<file path="src/hw/charge_flags_regs.svh">
// Register offsets, field positions, reset values for the charge flag block.
`ifndef CHARGE_FLAGS_REGS_SVH
`define CHARGE_FLAGS_REGS_SVH

// ==========================================================================
// Byte offsets on the register bus
`define OFS_CONTROL          8'h00
`define OFS_FLAGS            8'h04
`define OFS_FIRST_SET        8'h08
`define OFS_FIRST_CLEAR      8'h0c
`define OFS_FINAL_SET        8'h10
`define OFS_FINAL_CLEAR      8'h14
`define OFS_REMAINING        8'h18
`define OFS_CHARGE_ACC       8'h1c
`define OFS_INT_STATUS       8'h20
`define OFS_INT_CLEAR        8'h24
`define OFS_INT_ENABLE       8'h28

// ==========================================================================
// Control fields
`define CTRL_EVAL_EN_BIT     0
`define CTRL_TWO_CELL_BIT    1
`define CTRL_CLR_SHORT_BIT   2
`define CTRL_CLR_TAB_BIT     3
`define CTRL_CLR_ACC_BIT     4

// ==========================================================================
// Flag word and interrupt layout (shared)
`define FLAG_FINAL_BIT       0
`define FLAG_EARLY_BIT       1
`define FLAG_SHORT_BIT       2
`define FLAG_TAB_BIT         3
`define FLAG_WIDTH           4

// ==========================================================================
// Reset values
`define RST_CONTROL          2'h1
`define RST_FIRST_SET        16'h0096
`define RST_FIRST_CLEAR      16'h00af
`define RST_FINAL_SET        16'h004b
`define RST_FINAL_CLEAR      16'h0064
`define RST_INT_ENABLE       4'h0
`define FINAL_DISABLED_LEVEL 16'hffff

`endif

</file>
<file path="src/hw/charge_flags_pkg.sv">
// Types shared by the charge flag block.
package charge_flags_pkg;

  // ========================================================================
  // Data types
  typedef logic        [31:0] word_type;
  typedef logic signed [15:0] level_type;
  typedef logic        [15:0] capacity_type;
  typedef logic signed [15:0] sample_type;
  typedef logic        [3:0]  flag_vec_type;

endpackage

</file>
<file path="src/hw/charge_flags.sv">
// Battery charge level and cell condition warning flags with Wishbone access.
`timescale 1ns/1ps
`include "charge_flags_regs.svh"

module charge_flags #(
  parameter int ACC_WIDTH = 32 // Width of the charge accumulator.
) (
  input  wire logic                         clk_sys,         // 125 MHz clock
  input  wire logic                         rst_n,           // Async reset
  input  wire logic                         wb_cyc_i,        // Bus cycle
  input  wire logic                         wb_stb_i,        // Bus strobe
  input  wire logic                         wb_we_i,         // Write enable
  input  wire logic [7:0]                   wb_adr_i,        // Byte address
  input  wire logic [3:0]                   wb_sel_i,        // Byte lanes
  input  wire charge_flags_pkg::word_type   wb_dat_i,        // Write data
  output charge_flags_pkg::word_type        wb_dat_o,        // Read data
  output logic                              wb_ack_o,        // Acknowledge
  input  wire logic                         capacity_valid,  // New capacity
  input  wire charge_flags_pkg::capacity_type remaining_capacity_mah, // mAh
  input  wire logic                         short_check_valid, // Check done
  input  wire logic                         short_detected,  // Short found
  input  wire logic                         soh_check_valid, // Health done
  input  wire logic                         tab_lost,        // Tab open
  input  wire logic                         sense_valid,     // New sample
  input  wire charge_flags_pkg::sample_type sense_charge,    // Signed charge
  output logic                              early_low_charge_flag, // Flag
  output logic                              final_low_charge_flag, // Flag
  output logic                              internal_short_flag,   // Flag
  output logic                              tab_disconnect_flag,   // Flag
  output logic                              irq              // Interrupt
);
  import charge_flags_pkg::*;

  // ========================================================================
  // Reset release
  logic rst_meta_q;
  logic rst_sync_n_q;

  always_ff @(posedge clk_sys or negedge rst_n) begin
    if (!rst_n) begin
      rst_meta_q   <= 1'b0;
      rst_sync_n_q <= 1'b0;
    end else begin
      rst_meta_q   <= 1'b1;
      rst_sync_n_q <= rst_meta_q;
    end
  end

  // ========================================================================
  // Register state
  logic                        eval_en_q;
  logic                        two_cell_q;
  level_type                   first_set_q;
  level_type                   first_clear_q;
  level_type                   final_set_q;
  level_type                   final_clear_q;
  capacity_type                capacity_q;
  logic signed [ACC_WIDTH-1:0] charge_acc_q;
  flag_vec_type                int_status_q;
  flag_vec_type                int_enable_q;
  logic                        early_q;
  logic                        final_q;
  logic                        short_q;
  logic                        tab_q;
  logic                        ack_q;
  word_type                    rdata_q;

  // ========================================================================
  // Bus decode
  logic req;
  logic wr;
  logic wr_ctrl;
  logic clr_short;
  logic clr_tab;
  logic clr_acc;

  assign req       = wb_cyc_i && wb_stb_i && !ack_q;
  assign wr        = req && wb_we_i && wb_sel_i[0];
  assign wr_ctrl   = wr && (wb_adr_i == `OFS_CONTROL);
  assign clr_short = wr_ctrl && wb_dat_i[`CTRL_CLR_SHORT_BIT];
  assign clr_tab   = wr_ctrl && wb_dat_i[`CTRL_CLR_TAB_BIT];
  assign clr_acc   = wr_ctrl && wb_dat_i[`CTRL_CLR_ACC_BIT];

  // Thresholds take byte lanes 0 and 1 independently.
  function automatic level_type merge_level(input level_type old_v);
    return {wb_sel_i[1] ? wb_dat_i[15:8] : old_v[15:8],
            wb_sel_i[0] ? wb_dat_i[7:0] : old_v[7:0]};
  endfunction

  // ========================================================================
  // Configuration registers
  always_ff @(posedge clk_sys or negedge rst_sync_n_q) begin
    if (!rst_sync_n_q) begin
      {two_cell_q, eval_en_q} <= `RST_CONTROL;
      first_set_q   <= `RST_FIRST_SET;
      first_clear_q <= `RST_FIRST_CLEAR;
      final_set_q   <= `RST_FINAL_SET;
      final_clear_q <= `RST_FINAL_CLEAR;
      int_enable_q  <= `RST_INT_ENABLE;
    end else if (req && wb_we_i) begin
      case (wb_adr_i)
        `OFS_CONTROL: if (wb_sel_i[0]) begin
          eval_en_q  <= wb_dat_i[`CTRL_EVAL_EN_BIT];
          two_cell_q <= wb_dat_i[`CTRL_TWO_CELL_BIT];
        end
        `OFS_FIRST_SET:   first_set_q   <= merge_level(first_set_q);
        `OFS_FIRST_CLEAR: first_clear_q <= merge_level(first_clear_q);
        `OFS_FINAL_SET:   final_set_q   <= merge_level(final_set_q);
        `OFS_FINAL_CLEAR: final_clear_q <= merge_level(final_clear_q);
        `OFS_INT_ENABLE: if (wb_sel_i[0]) begin
          int_enable_q <= wb_dat_i[`FLAG_WIDTH-1:0];
        end
        default: begin end
      endcase
    end
  end

  // ========================================================================
  // Capacity comparisons
  // Capacity is unsigned and levels signed, so compare in 17 signed bits.
  logic signed [16:0] cap_s;
  logic               eval;
  logic               below_first;
  logic               above_first;
  logic               below_final;
  logic               above_final;
  logic               final_armed;
  logic               early_d;
  logic               final_d;

  assign cap_s       = $signed({1'b0, remaining_capacity_mah});
  assign eval        = capacity_valid && eval_en_q;
  assign below_first = cap_s < $signed({first_set_q[15], first_set_q});
  assign above_first = cap_s > $signed({first_clear_q[15], first_clear_q});
  assign below_final = cap_s < $signed({final_set_q[15], final_set_q});
  assign above_final = cap_s > $signed({final_clear_q[15], final_clear_q});
  assign final_armed = final_set_q != `FINAL_DISABLED_LEVEL;

  always_comb begin
    early_d = early_q;
    final_d = final_q;
    if (eval) begin
      if (below_first) begin
        early_d = 1'b1;
      end else if (above_first) begin
        early_d = 1'b0;
      end
      if (below_final && final_armed) begin
        final_d = 1'b1;
      end else if (above_final && final_q) begin
        final_d = 1'b0;
      end
    end
  end

  // Flags move only when a fresh capacity result is evaluated.
  always_ff @(posedge clk_sys or negedge rst_sync_n_q) begin
    if (!rst_sync_n_q) begin
      early_q    <= 1'b0;
      final_q    <= 1'b0;
      capacity_q <= 16'h0000;
    end else begin
      early_q <= early_d;
      final_q <= final_d;
      if (capacity_valid) begin
        capacity_q <= remaining_capacity_mah;
      end
    end
  end

  // ========================================================================
  // Cell condition flags
  // Sticky until software clears them; a detection wins a same-cycle clear.
  logic short_evt;
  logic tab_evt;

  assign short_evt = short_check_valid && short_detected;
  assign tab_evt   = soh_check_valid && tab_lost && two_cell_q;

  always_ff @(posedge clk_sys or negedge rst_sync_n_q) begin
    if (!rst_sync_n_q) begin
      short_q <= 1'b0;
      tab_q   <= 1'b0;
    end else begin
      if (short_evt) begin
        short_q <= 1'b1;
      end else if (clr_short) begin
        short_q <= 1'b0;
      end
      if (tab_evt) begin
        tab_q <= 1'b1;
      end else if (clr_tab) begin
        tab_q <= 1'b0;
      end
    end
  end

  // ========================================================================
  // Charge integration
  always_ff @(posedge clk_sys or negedge rst_sync_n_q) begin
    if (!rst_sync_n_q) begin
      charge_acc_q <= '0;
    end else if (sense_valid) begin
      charge_acc_q <= charge_acc_q + ACC_WIDTH'(sense_charge);
    end else if (clr_acc) begin
      charge_acc_q <= '0;
    end
  end

  // ========================================================================
  // Interrupts
  flag_vec_type events;
  flag_vec_type int_clear;

  assign events[`FLAG_FINAL_BIT] = final_d && !final_q;
  assign events[`FLAG_EARLY_BIT] = early_d && !early_q;
  assign events[`FLAG_SHORT_BIT] = short_evt;
  assign events[`FLAG_TAB_BIT]   = tab_evt;
  assign int_clear = (wr && (wb_adr_i == `OFS_INT_CLEAR))
                     ? wb_dat_i[`FLAG_WIDTH-1:0] : '0;

  always_ff @(posedge clk_sys or negedge rst_sync_n_q) begin
    if (!rst_sync_n_q) begin
      int_status_q <= '0;
    end else begin
      int_status_q <= (int_status_q & ~int_clear) | events;
    end
  end

  assign irq = |(int_status_q & int_enable_q);

  // ========================================================================
  // Read path and acknowledge
  flag_vec_type flag_word;
  word_type     rmux;

  assign flag_word = {tab_q, short_q, early_q, final_q};

  always_comb begin
    rmux = '0;
    case (wb_adr_i)
      `OFS_CONTROL:     rmux = {30'h0, two_cell_q, eval_en_q};
      `OFS_FLAGS:       rmux = {28'h0, flag_word};
      `OFS_FIRST_SET:   rmux = {16'h0, first_set_q};
      `OFS_FIRST_CLEAR: rmux = {16'h0, first_clear_q};
      `OFS_FINAL_SET:   rmux = {16'h0, final_set_q};
      `OFS_FINAL_CLEAR: rmux = {16'h0, final_clear_q};
      `OFS_REMAINING:   rmux = {16'h0, capacity_q};
      `OFS_CHARGE_ACC:  rmux = 32'(charge_acc_q);
      `OFS_INT_STATUS:  rmux = {28'h0, int_status_q};
      `OFS_INT_ENABLE:  rmux = {28'h0, int_enable_q};
      default:          rmux = '0;
    endcase
  end

  // Every access, mapped or not, is answered one cycle later.
  always_ff @(posedge clk_sys or negedge rst_sync_n_q) begin
    if (!rst_sync_n_q) begin
      ack_q   <= 1'b0;
      rdata_q <= '0;
    end else begin
      ack_q <= req;
      if (req && !wb_we_i) begin
        rdata_q <= rmux;
      end
    end
  end

  assign wb_ack_o              = ack_q;
  assign wb_dat_o              = rdata_q;
  assign early_low_charge_flag = early_q;
  assign final_low_charge_flag = final_q;
  assign internal_short_flag   = short_q;
  assign tab_disconnect_flag   = tab_q;
endmodule

</file>
<file path="config.mk">
export PLATFORM = sky130hd
export DESIGN_NAME = charge_flags
export DESIGN_NICKNAME = d
export VERILOG_FILES = /design/src/hw/charge_flags_pkg.sv /design/src/hw/charge_flags.sv
export VERILOG_INCLUDE_DIRS = /design/src /design/src/hw
export SDC_FILE = /design/constraint.sdc
export NUM_CORES = 1
export LEC_CHECK = 0
export ABC_AREA = 1
export ABC_CLOCK_PERIOD_IN_PS = 11030
export BUFFER_PORTS_ARGS = -buffer_cell sky130_fd_sc_hd__buf_4
export CAP_MARGIN = 10
export CORE_MARGIN = 4
export CORE_UTILIZATION = 45
export CTS_CLUSTER_DIAMETER = 60
export DETAILED_ROUTE_END_ITERATION = 6
export SLEW_MARGIN = 40
export SYNTH_ARGS = -nofsm -noshare
export SYNTH_HDL_FRONTEND = slang
export SYNTH_SLANG_ARGS = --single-unit
export TNS_END_PERCENT = 5
</file>
<file path="constraint.sdc">
create_clock -name clk_sys -period 11.03 [get_ports clk_sys]
set_clock_uncertainty 0.15 [all_clocks]
set_input_delay 1.103 -clock clk_sys [delete_from_list [all_inputs] [get_ports clk_sys]]
set_output_delay 1.103 -clock clk_sys [all_outputs]
set_load 0.02 [all_outputs]
</file>
==> impl_metrics.yaml, run 1 <==
run_status:
  status: "finished clean"
timing:
  tightest_slew_ns: 0.811
  setup_viol: 0
  fin_crit_ns: 3.07
  relSlewSlack: 0.459
  fin_hold_ws_ns: 0.153
  rsz0062_at_grt: "false"
  maxSlewViolCount: 0
  fmax_ghz: 0.326
  final_hold_viol_count: 0
  totalNegativeSetupSlack_ns: 0
  fin_crit_sh: 0.278
synth:
  synth_edf_count: 0
  ys_seq_elements: 161
  yosys.area.top_type: "dfrtp_1"
  synthAdderAreaFrac: 0.108
  synth_cells: 1597
  synth.area.top_cells: "dfrtp_1 33%, nand2_1 19%, ha_1 11%"
  synth.mux.area_fraction: 0.00103
  syn_avg_cell_area_sq_um: 6.87
  syn_area_sq_um: 11000
  synthArstFlopShare: 1.00
  syn_nets: 1778
  synth-compound-area-share: 0.125
  synthSimpleGateAreaFrac: 0.284
  ys_seq_area_frac: 0.369
  netlist.area_leader.share: 0.326
  synth_top_family_by_area: "simple AND/OR/NAND/NOR gates"
  yosysUniqueCellTypes: 40
  yosys_most_used_dff: "dfrtp_1"
  yosysWarnings: 0
  synthXorXnorAreaFrac: 0.00239
routing:
  via_per_inst: 5.09
  firstDrtPassIters: 6
  drc: 0
  num_vias: 10300
  detail_route.wl_per_cell_microns: 16.1
  ant_nets: 0
  drt-initial-drc-count: 727
  drt-total-wl_mm: 32.5
global_route:
  grt_max_degree: 72
  antenna_found_initial: 0
  grt_first_pass_wirelength_mm: 52.1
  grt-ovfl-total: 0
  track_usage: 0.248
  grt_pass1_vias: 9785
critical_path:
  ff2ff_path_depth: 11
  crit_path_cell_trace: "buf_4 -> nand3_1 -> clkinv_1 -> nand2_1 -> o21ai_0 -> nor2_1 -> nand3b_1 -> nand2_1 -> nand2_1"
  worstSetupPathType: "in2reg"
  r2r_slack_ns: 8.50
  required_ns: 11.21
  cp_num_cells: 9
  crit_path_max_incr_delay_ns: 0.78
  endpoint_kind: "flop"
  critPathBufInv: 2
  worstSetupStartpoint: "wb_adr_i[2]"
  start_kind: "input pin"
  crit_top_cell: "nand2_1"
  crit_slowest_cell: "nand2_1"
  r2r_end: "charge_acc_q[16]"
  arrival_ns: 3.25
  rr_startpoint: "charge_acc_q[0]"
  endpoint: "wb_dat_o[1]"
  path_delay_family: "simple AND/OR/NAND/NOR gates"
  crit_fanout: 16
placed_design:
  place_congestion: 0.932
  portBuffers: 106
  dpl.hpwl_mm: 25.4
cts:
  ctsResizeCount: 0
  clock_path_buffers: 2
  cts_setup_buffers: 0
  clock_tree.htree_level_count: 4
  cts.sinks: 161
  path_clk_slew_ns: 0.07
  cts_hold_buf: 0
  insertion_delay_ns: 0.45
  cts_tree: "built"
  cts-buffers-inserted: 17
  ctsRootBufferMaster: "clkbuf_16"
power_and_ir_drop:
  clockPowerShare: 0.290
  p_leak_nw: 6.59
  p_comb_frac: 0.377
  ir_drop_mv: 0.0957
  seq_power_share: 0.333
  switching_power_uw: 890
  power_density_nw_per_um2: 170
  intPower_mw: 1.26
  swShare: 0.414
floorplanning:
  start_util: 0.462
  rows: 56
  die-area_sq_um: 27000
  ios: 125
  design.core.area_sq_um: 23800
  die_h_microns: 164
  dieWidth_microns: 164
final_layout:
  antennaDiodeCount: 0
  fill_cells: 2389
  fin_util: 0.533
  drive_gt1_frac: 0.103
  syn2layout_area_growth_pct: 15.4
  fin_nets: 1876
run:
  cap_violations: 0
worst_hold_path:
  hp-class: "reg2async"
[power by group through the flow]
stage / clock network [mW] / registers [mW] / logic (mW)
finish: 0.623 / 0.716 / 0.812
CTS: 0.634 / 0.716 / 0.811
detailed placement: 0 / 0.727 / 0.806
global placement: 0 / 0.727 / 0.799
global route: 0.659 / 0.726 / 0.949
floorplan: 0 / 0.712 / 0.588
[Yosys cell counts, types with 2 or more instances]
library cell  instances
a21boi_0              2
a21o_1                4
a21oi_1              52
and2_1                2
and3_1                3
buf_2                 6
buf_6                 3
clkbuf_1             19
dfrtp_1             143
dfstp_2              18
ha_1                 93
inv_1               280
inv_2                 3
nand2_1             541
nand2_2               4
nand3_1              72
nand3b_1             11
nand4_1              15
nor2_1               97
nor2_2                2
nor3_1               11
o21a_1                2
o21ai_0             156
o22ai_1              39
o31ai_1               2
or2_2                 2
xnor2_1               2
[cells in the final DEF (no fill, tap or decap), drive strengths merged]
master,instances
a21boi,2
nand3b,11
nand3,72
inv,292
o21a,2
nand2,546
bufinv,1
clkinv,6
clkbuf,17
ha,93
mux2,1
fa,1
o31ai,2
nand4,15
a21oi,52
nor2,100
or2,2
nor3b,1
and2,2
a21o,4
conb,1
nor3,12
dfrtp,143
o21ai,156
xnor2,2
and3,3
buf,110
o22ai,39
xor2,1
dfstp,18
o21bai,1
[flip-flops by register name, summed over array words and instances (netlist names), 4 cells and up]
| signal | count |
|---|---|
| charge_acc_q | 32 |
| capacity_q | 16 |
| final_clear_q | 16 |
| first_set_q | 16 |
| int_enable_q | 4 |
| int_status_q | 4 |
| first_clear_q | 16 |
| wb_dat_o | 32 |
| final_set_q | 16 |
[metrics by stage]
stage	total power, mW	instance area [sq um]	cells	setup WS (ns)
finish	2.15	12700	2027	7.96
global route	2.33	12700	2027	7.87
CTS	2.16	12700	2026	7.98
detailed placement	1.53	12000	1994	7.53
global placement	1.53	12000	1994	7.52
floorplan	1.30	11000	1597	6.09
[per-layer routing]
| layer | GRT usage | part of all wire | up-vias |
|---|---|---|---|
| met2 | 0.399 | 0.46 | 217 |
| met3 | 0.0417 | 0.044 | 30 |
| met1 | 0.352 | 0.48 | 4812 |
| li1 | - | - | 5255 |
| met4 | 0.0530 | 0.016 | 0 |
| met5 | 0 | 0 | - |
[area by class of cell]
cell class / instances / area, sq um / share of cell area
Clock buffer: 17 / 425 / 0.0336
Tap cell: 319 / 399 / 0.0315
Timing Repair Buffer: 110 / 830 / 0.0655
Clock inverter: 15 / 181 / 0.0143
Multi-Input combinational cell: 1121 / 5710 / 0.451
Sequential cell: 161 / 4060 / 0.320
Inverter: 284 / 1070 / 0.0842
[logic make-up after synthesis]
kind of cell / after synthesis
fa+ha+maj: 94
flops: 161
simple gates: 764
other cells: 1
buf+inv: 315
mux: 1
compound gates: 258
xor+xnor: 3
[worst min path at each step]
stage,slack [ns],end,cells after the start,from
3_5_place_dp,0.17,wb_dat_o[13],0,rst_sync_n_q
4_1_cts,0.19,wb_dat_o[13],0,rst_sync_n_q
6_report,0.15,wb_dat_o[13],0,rst_sync_n_q
5_1_grt,0.20,wb_dat_o[13],0,rst_sync_n_q
2_1_floorplan,0.18,rst_sync_n_q,0,rst_meta_q
3_3_place_gp,0.17,wb_dat_o[13],0,rst_sync_n_q
Note: power is estimated with default switching activity, not from simulation.
==> run 2, diff against run 1 <==
--- a/config.mk
+++ b/config.mk
@@ -6,8 +6,8 @@
 export SDC_FILE = /design/constraint.sdc
 export NUM_CORES = 1
 export LEC_CHECK = 0
-export ABC_AREA = 1
-export ABC_CLOCK_PERIOD_IN_PS = 11030
+export ABC_AREA = 0
+export ABC_CLOCK_PERIOD_IN_PS = 3100
 export BUFFER_PORTS_ARGS = -buffer_cell sky130_fd_sc_hd__buf_4
 export CAP_MARGIN = 10
 export CORE_MARGIN = 4
==> constraint.sdc (replaced) <==
create_clock -name clk_sys -period 3.1 [get_ports clk_sys]
set_clock_uncertainty 0.15 [all_clocks]
set_input_delay 0.31 -clock clk_sys [delete_from_list [all_inputs] [get_ports clk_sys]]
set_output_delay 0.31 -clock clk_sys [all_outputs]
set_load 0.02 [all_outputs]
==> run 2 against run 1 <==
Compared with the run above:
- worst hold slack lost 0.14 ns
- final area decreased by 5.8%
- synthesized area down 9.4%
- non-clock buffer count rose by 40
- largest power group unchanged
- first-iteration DRC count down 33%
- sequential cell count unchanged
- sequential power grew to 3.7 times the previous value
- critical endpoint is now charge_acc_q[18]
- wire length decreased by 13%
- clock power rose to 3.3 times the previous value
- worst setup slack worse by 7.8 ns
==> impl_metrics.yaml, run 2 <==
floorplanning:
  design.core.area_sq_um: 21800
  start_util: 0.457
  rows: 54
  die-area_sq_um: 24500
  dieWidth_microns: 157
  ios: 125
  die_h_microns: 157
worst_hold_path:
  holdPathStages: 2
  hp-class: "in2reg"
routing:
  drc: 0
  num_vias: 8063
  via_per_inst: 5.73
  drt-total-wl_mm: 28.3
  ant_nets: 0
  firstDrtPassIters: 5
  drt-initial-drc-count: 486
  detail_route.wl_per_cell_microns: 20.1
timing:
  fin_crit_sh: 0.933
  fmax_ghz: 0.346
  rsz0062_at_grt: "false"
  maxSlewViolCount: 0
  setup_viol: 0
  totalNegativeSetupSlack_ns: 0
  relSlewSlack: 0.471
  fin_crit_ns: 2.89
  final_hold_viol_count: 0
  tightest_slew_ns: 0.792
synth:
  synth.area.top_cells: "dfrtp_1 36%, ha_1 12%, mux2_2 9.7%"
  netlist_top_cells_count: "143 x dfrtp_1, 93 x ha_1, 86 x mux2_2"
  yosysMostFrequentCell: "dfrtp_1"
  synth_edf_count: 0
  syn_nets: 1159
  syn_avg_cell_area_sq_um: 10.2
  synth_cells: 978
  yosysUniqueCellTypes: 65
  yosys.area.top_type: "dfrtp_1"
  yosys_most_used_dff: "dfrtp_1"
  ys_seq_elements: 161
  yosysWarnings: 0
  ys_seq_area_frac: 0.407
  syn_area_sq_um: 9940
  netlist.area_leader.share: 0.360
  synthArstFlopShare: 1.00
final_layout:
  final_common_cell: "dfrtp_1"
  fin_util: 0.548
  register_area_sq_um: 4060
  multi_input_area_sq_um: 5510
  most-common-layout-cells: "142 x dfrtp_1, 131 x buf_4, 93 x ha_1, 86 x mux2_2, 80 x nand2_1"
  fill_cells: 1969
  fin_nets: 1295
  syn2layout_area_growth_pct: 20.0
  drive_gt1_frac: 0.246
global_route:
  grt-ovfl-total: 0
  grt_first_pass_wirelength_mm: 45.3
  grt_pass1_vias: 8251
  track_usage: 0.237
  antenna_found_initial: 1
  grt_max_degree: 84
placed_design:
  portBuffers: 106
  dpl.hpwl_mm: 21.2
  place_congestion: 0.883
critical_path:
  start_kind: "flop"
  crit_path_max_incr_delay_ns: 0.44
  ff2ff_path_depth: 9
  crit_fanout: 4
  endpoint_kind: "flop"
  crit_path_cell_trace: "ha_1 -> fa_1 -> a21oi_1 -> o211ai_1 -> a21oi_2 -> o21ai_0 -> a41oi_1 -> xor2_1 -> o21ai_0"
  required_ns: 3.23
  worstSetupPathType: "reg2reg"
  crit_top_cell: "o21ai_0"
  crit_slowest_cell: "dfrtp_1"
  critPathBufInv: 0
  path_delay_family: "compound AO/OA/AOI/OAI gates"
  cp_num_cells: 9
  arrival_ns: 3.02
cts:
  clock_tree.htree_level_count: 4
  cts-buffers-inserted: 17
  insertion_delay_ns: 0.43
  cts.sinks: 161
  clock_path_buffers: 2
  path_clk_slew_ns: 0.07
  cts_tree: "built"
  ctsRootBufferMaster: "clkbuf_16"
run_status:
  status: "finished clean"
power_and_ir_drop:
  p_leak_nw: 5.39
  ir_drop_mv: 0.327
  power_density_nw_per_um2: 623
run:
  cap_violations: 0
run 2: changes by cell type in the layout (fill, tap and decap cells not counted), moves of 20 or more:
cell     before  now
nor2_1       97   45
o22ai_1      39    5
mux2_2        1   86
nand3_1      72   15
a21o_1        4   36
a22oi_1       0   22
a22o_1        0   38
nand2_1     541   80
inv_1       280   71
buf_4       109  131
a31oi_1       0   20
o21ai_0     156   46
run 2: area by class of cell:
type	instances	area share
Clock inverter	10	0.00976
Tap cell	280	0.0294
Multi-Input combinational cell	713	0.462
Sequential cell	161	0.340
Clock buffer	22	0.0372
Antenna cell	1	0.000210
Timing Repair Buffer	150	0.0992
Inverter	71	0.0223
run 2: layer usage:
metal	global-route usage	part of all wire	up-vias	routed length, microns
met5	0	0	-	0
met4	0.0492	0.012	0	352
met3	0.0454	0.046	25	1290
met2	0.391	0.48	168	13600
met1	0.326	0.46	3942	13100
li1	-	-	3928	-
run 2: final timing paths:
kind | from | to | slack [ns]
max | charge_acc_q[0] | charge_acc_q[18] | 0.21
min | wb_dat_i[8] | first_set_q[8] | 0.02
max reg2reg | charge_acc_q[0] | charge_acc_q[18] | 0.21
min reg2reg | rst_sync_n_q | int_status_q[3] | 0.20
max in group asynchronous | rst_sync_n_q | first_set_q[15] | 2.11
min in group asynchronous | rst_n | rst_meta_q | 0.04
run 2: where the power goes:
| group | internal, mW | total [mW] | switching, mW |
|---|---|---|---|
| Clock | 1.19 | 2.07 | 0.881 |
| Sequential | 2.38 | 2.65 | 0.265 |
| Combinational | 1.15 | 2.72 | 1.57 |
| Total | 4.72 | 7.43 | 2.72 |
run 2: logic make-up after synthesis:
logic type,synth area share
compound gates,0.209
fa+ha+maj,0.119
buf+inv,0.0405
xor+xnor,0.0203
simple gates,0.103
mux,0.100
flops,0.407
other cells,0.000377
run 2: per-stage QoR:
stage / total power, mW / cell area [sq um] / worst slack [ns] / hold slack [ns] / instances
2_1_floorplan: 4.57 / 9940 / 0.302 / -0.136 / 978
3_3_place_gp: 5.36 / 11200 / 0.185 / -0.0567 / 1357
3_5_place_dp: 5.36 / 11200 / 0.155 / -0.0552 / 1357
4_1_cts: 7.47 / 11900 / 0.138 / 0.00251 / 1407
5_1_grt: 7.98 / 11900 / 0.0178 / 0.0106 / 1408
6_report: 7.43 / 11900 / 0.209 / 0.0175 / 1408
run 2: timing repair:
action / in CTS / in global routing
hold endpoints to repair: 47 / 0
setup buffers: 0 / 0
gates resized for setup: 0 / 1
setup endpoints to repair: 0 / 1
hold buffers: 18 / 0
run 2: worst register-to-register path, cell delays in order, from the launching register on:
cell	delay, ns
dfrtp_1	0.44
ha_1	0.26
fa_1	0.43
a21oi_1	0.22
o211ai_1	0.23
a21oi_2	0.26
o21ai_0	0.18
a41oi_1	0.32
xor2_1	0.17
o21ai_0	0.09
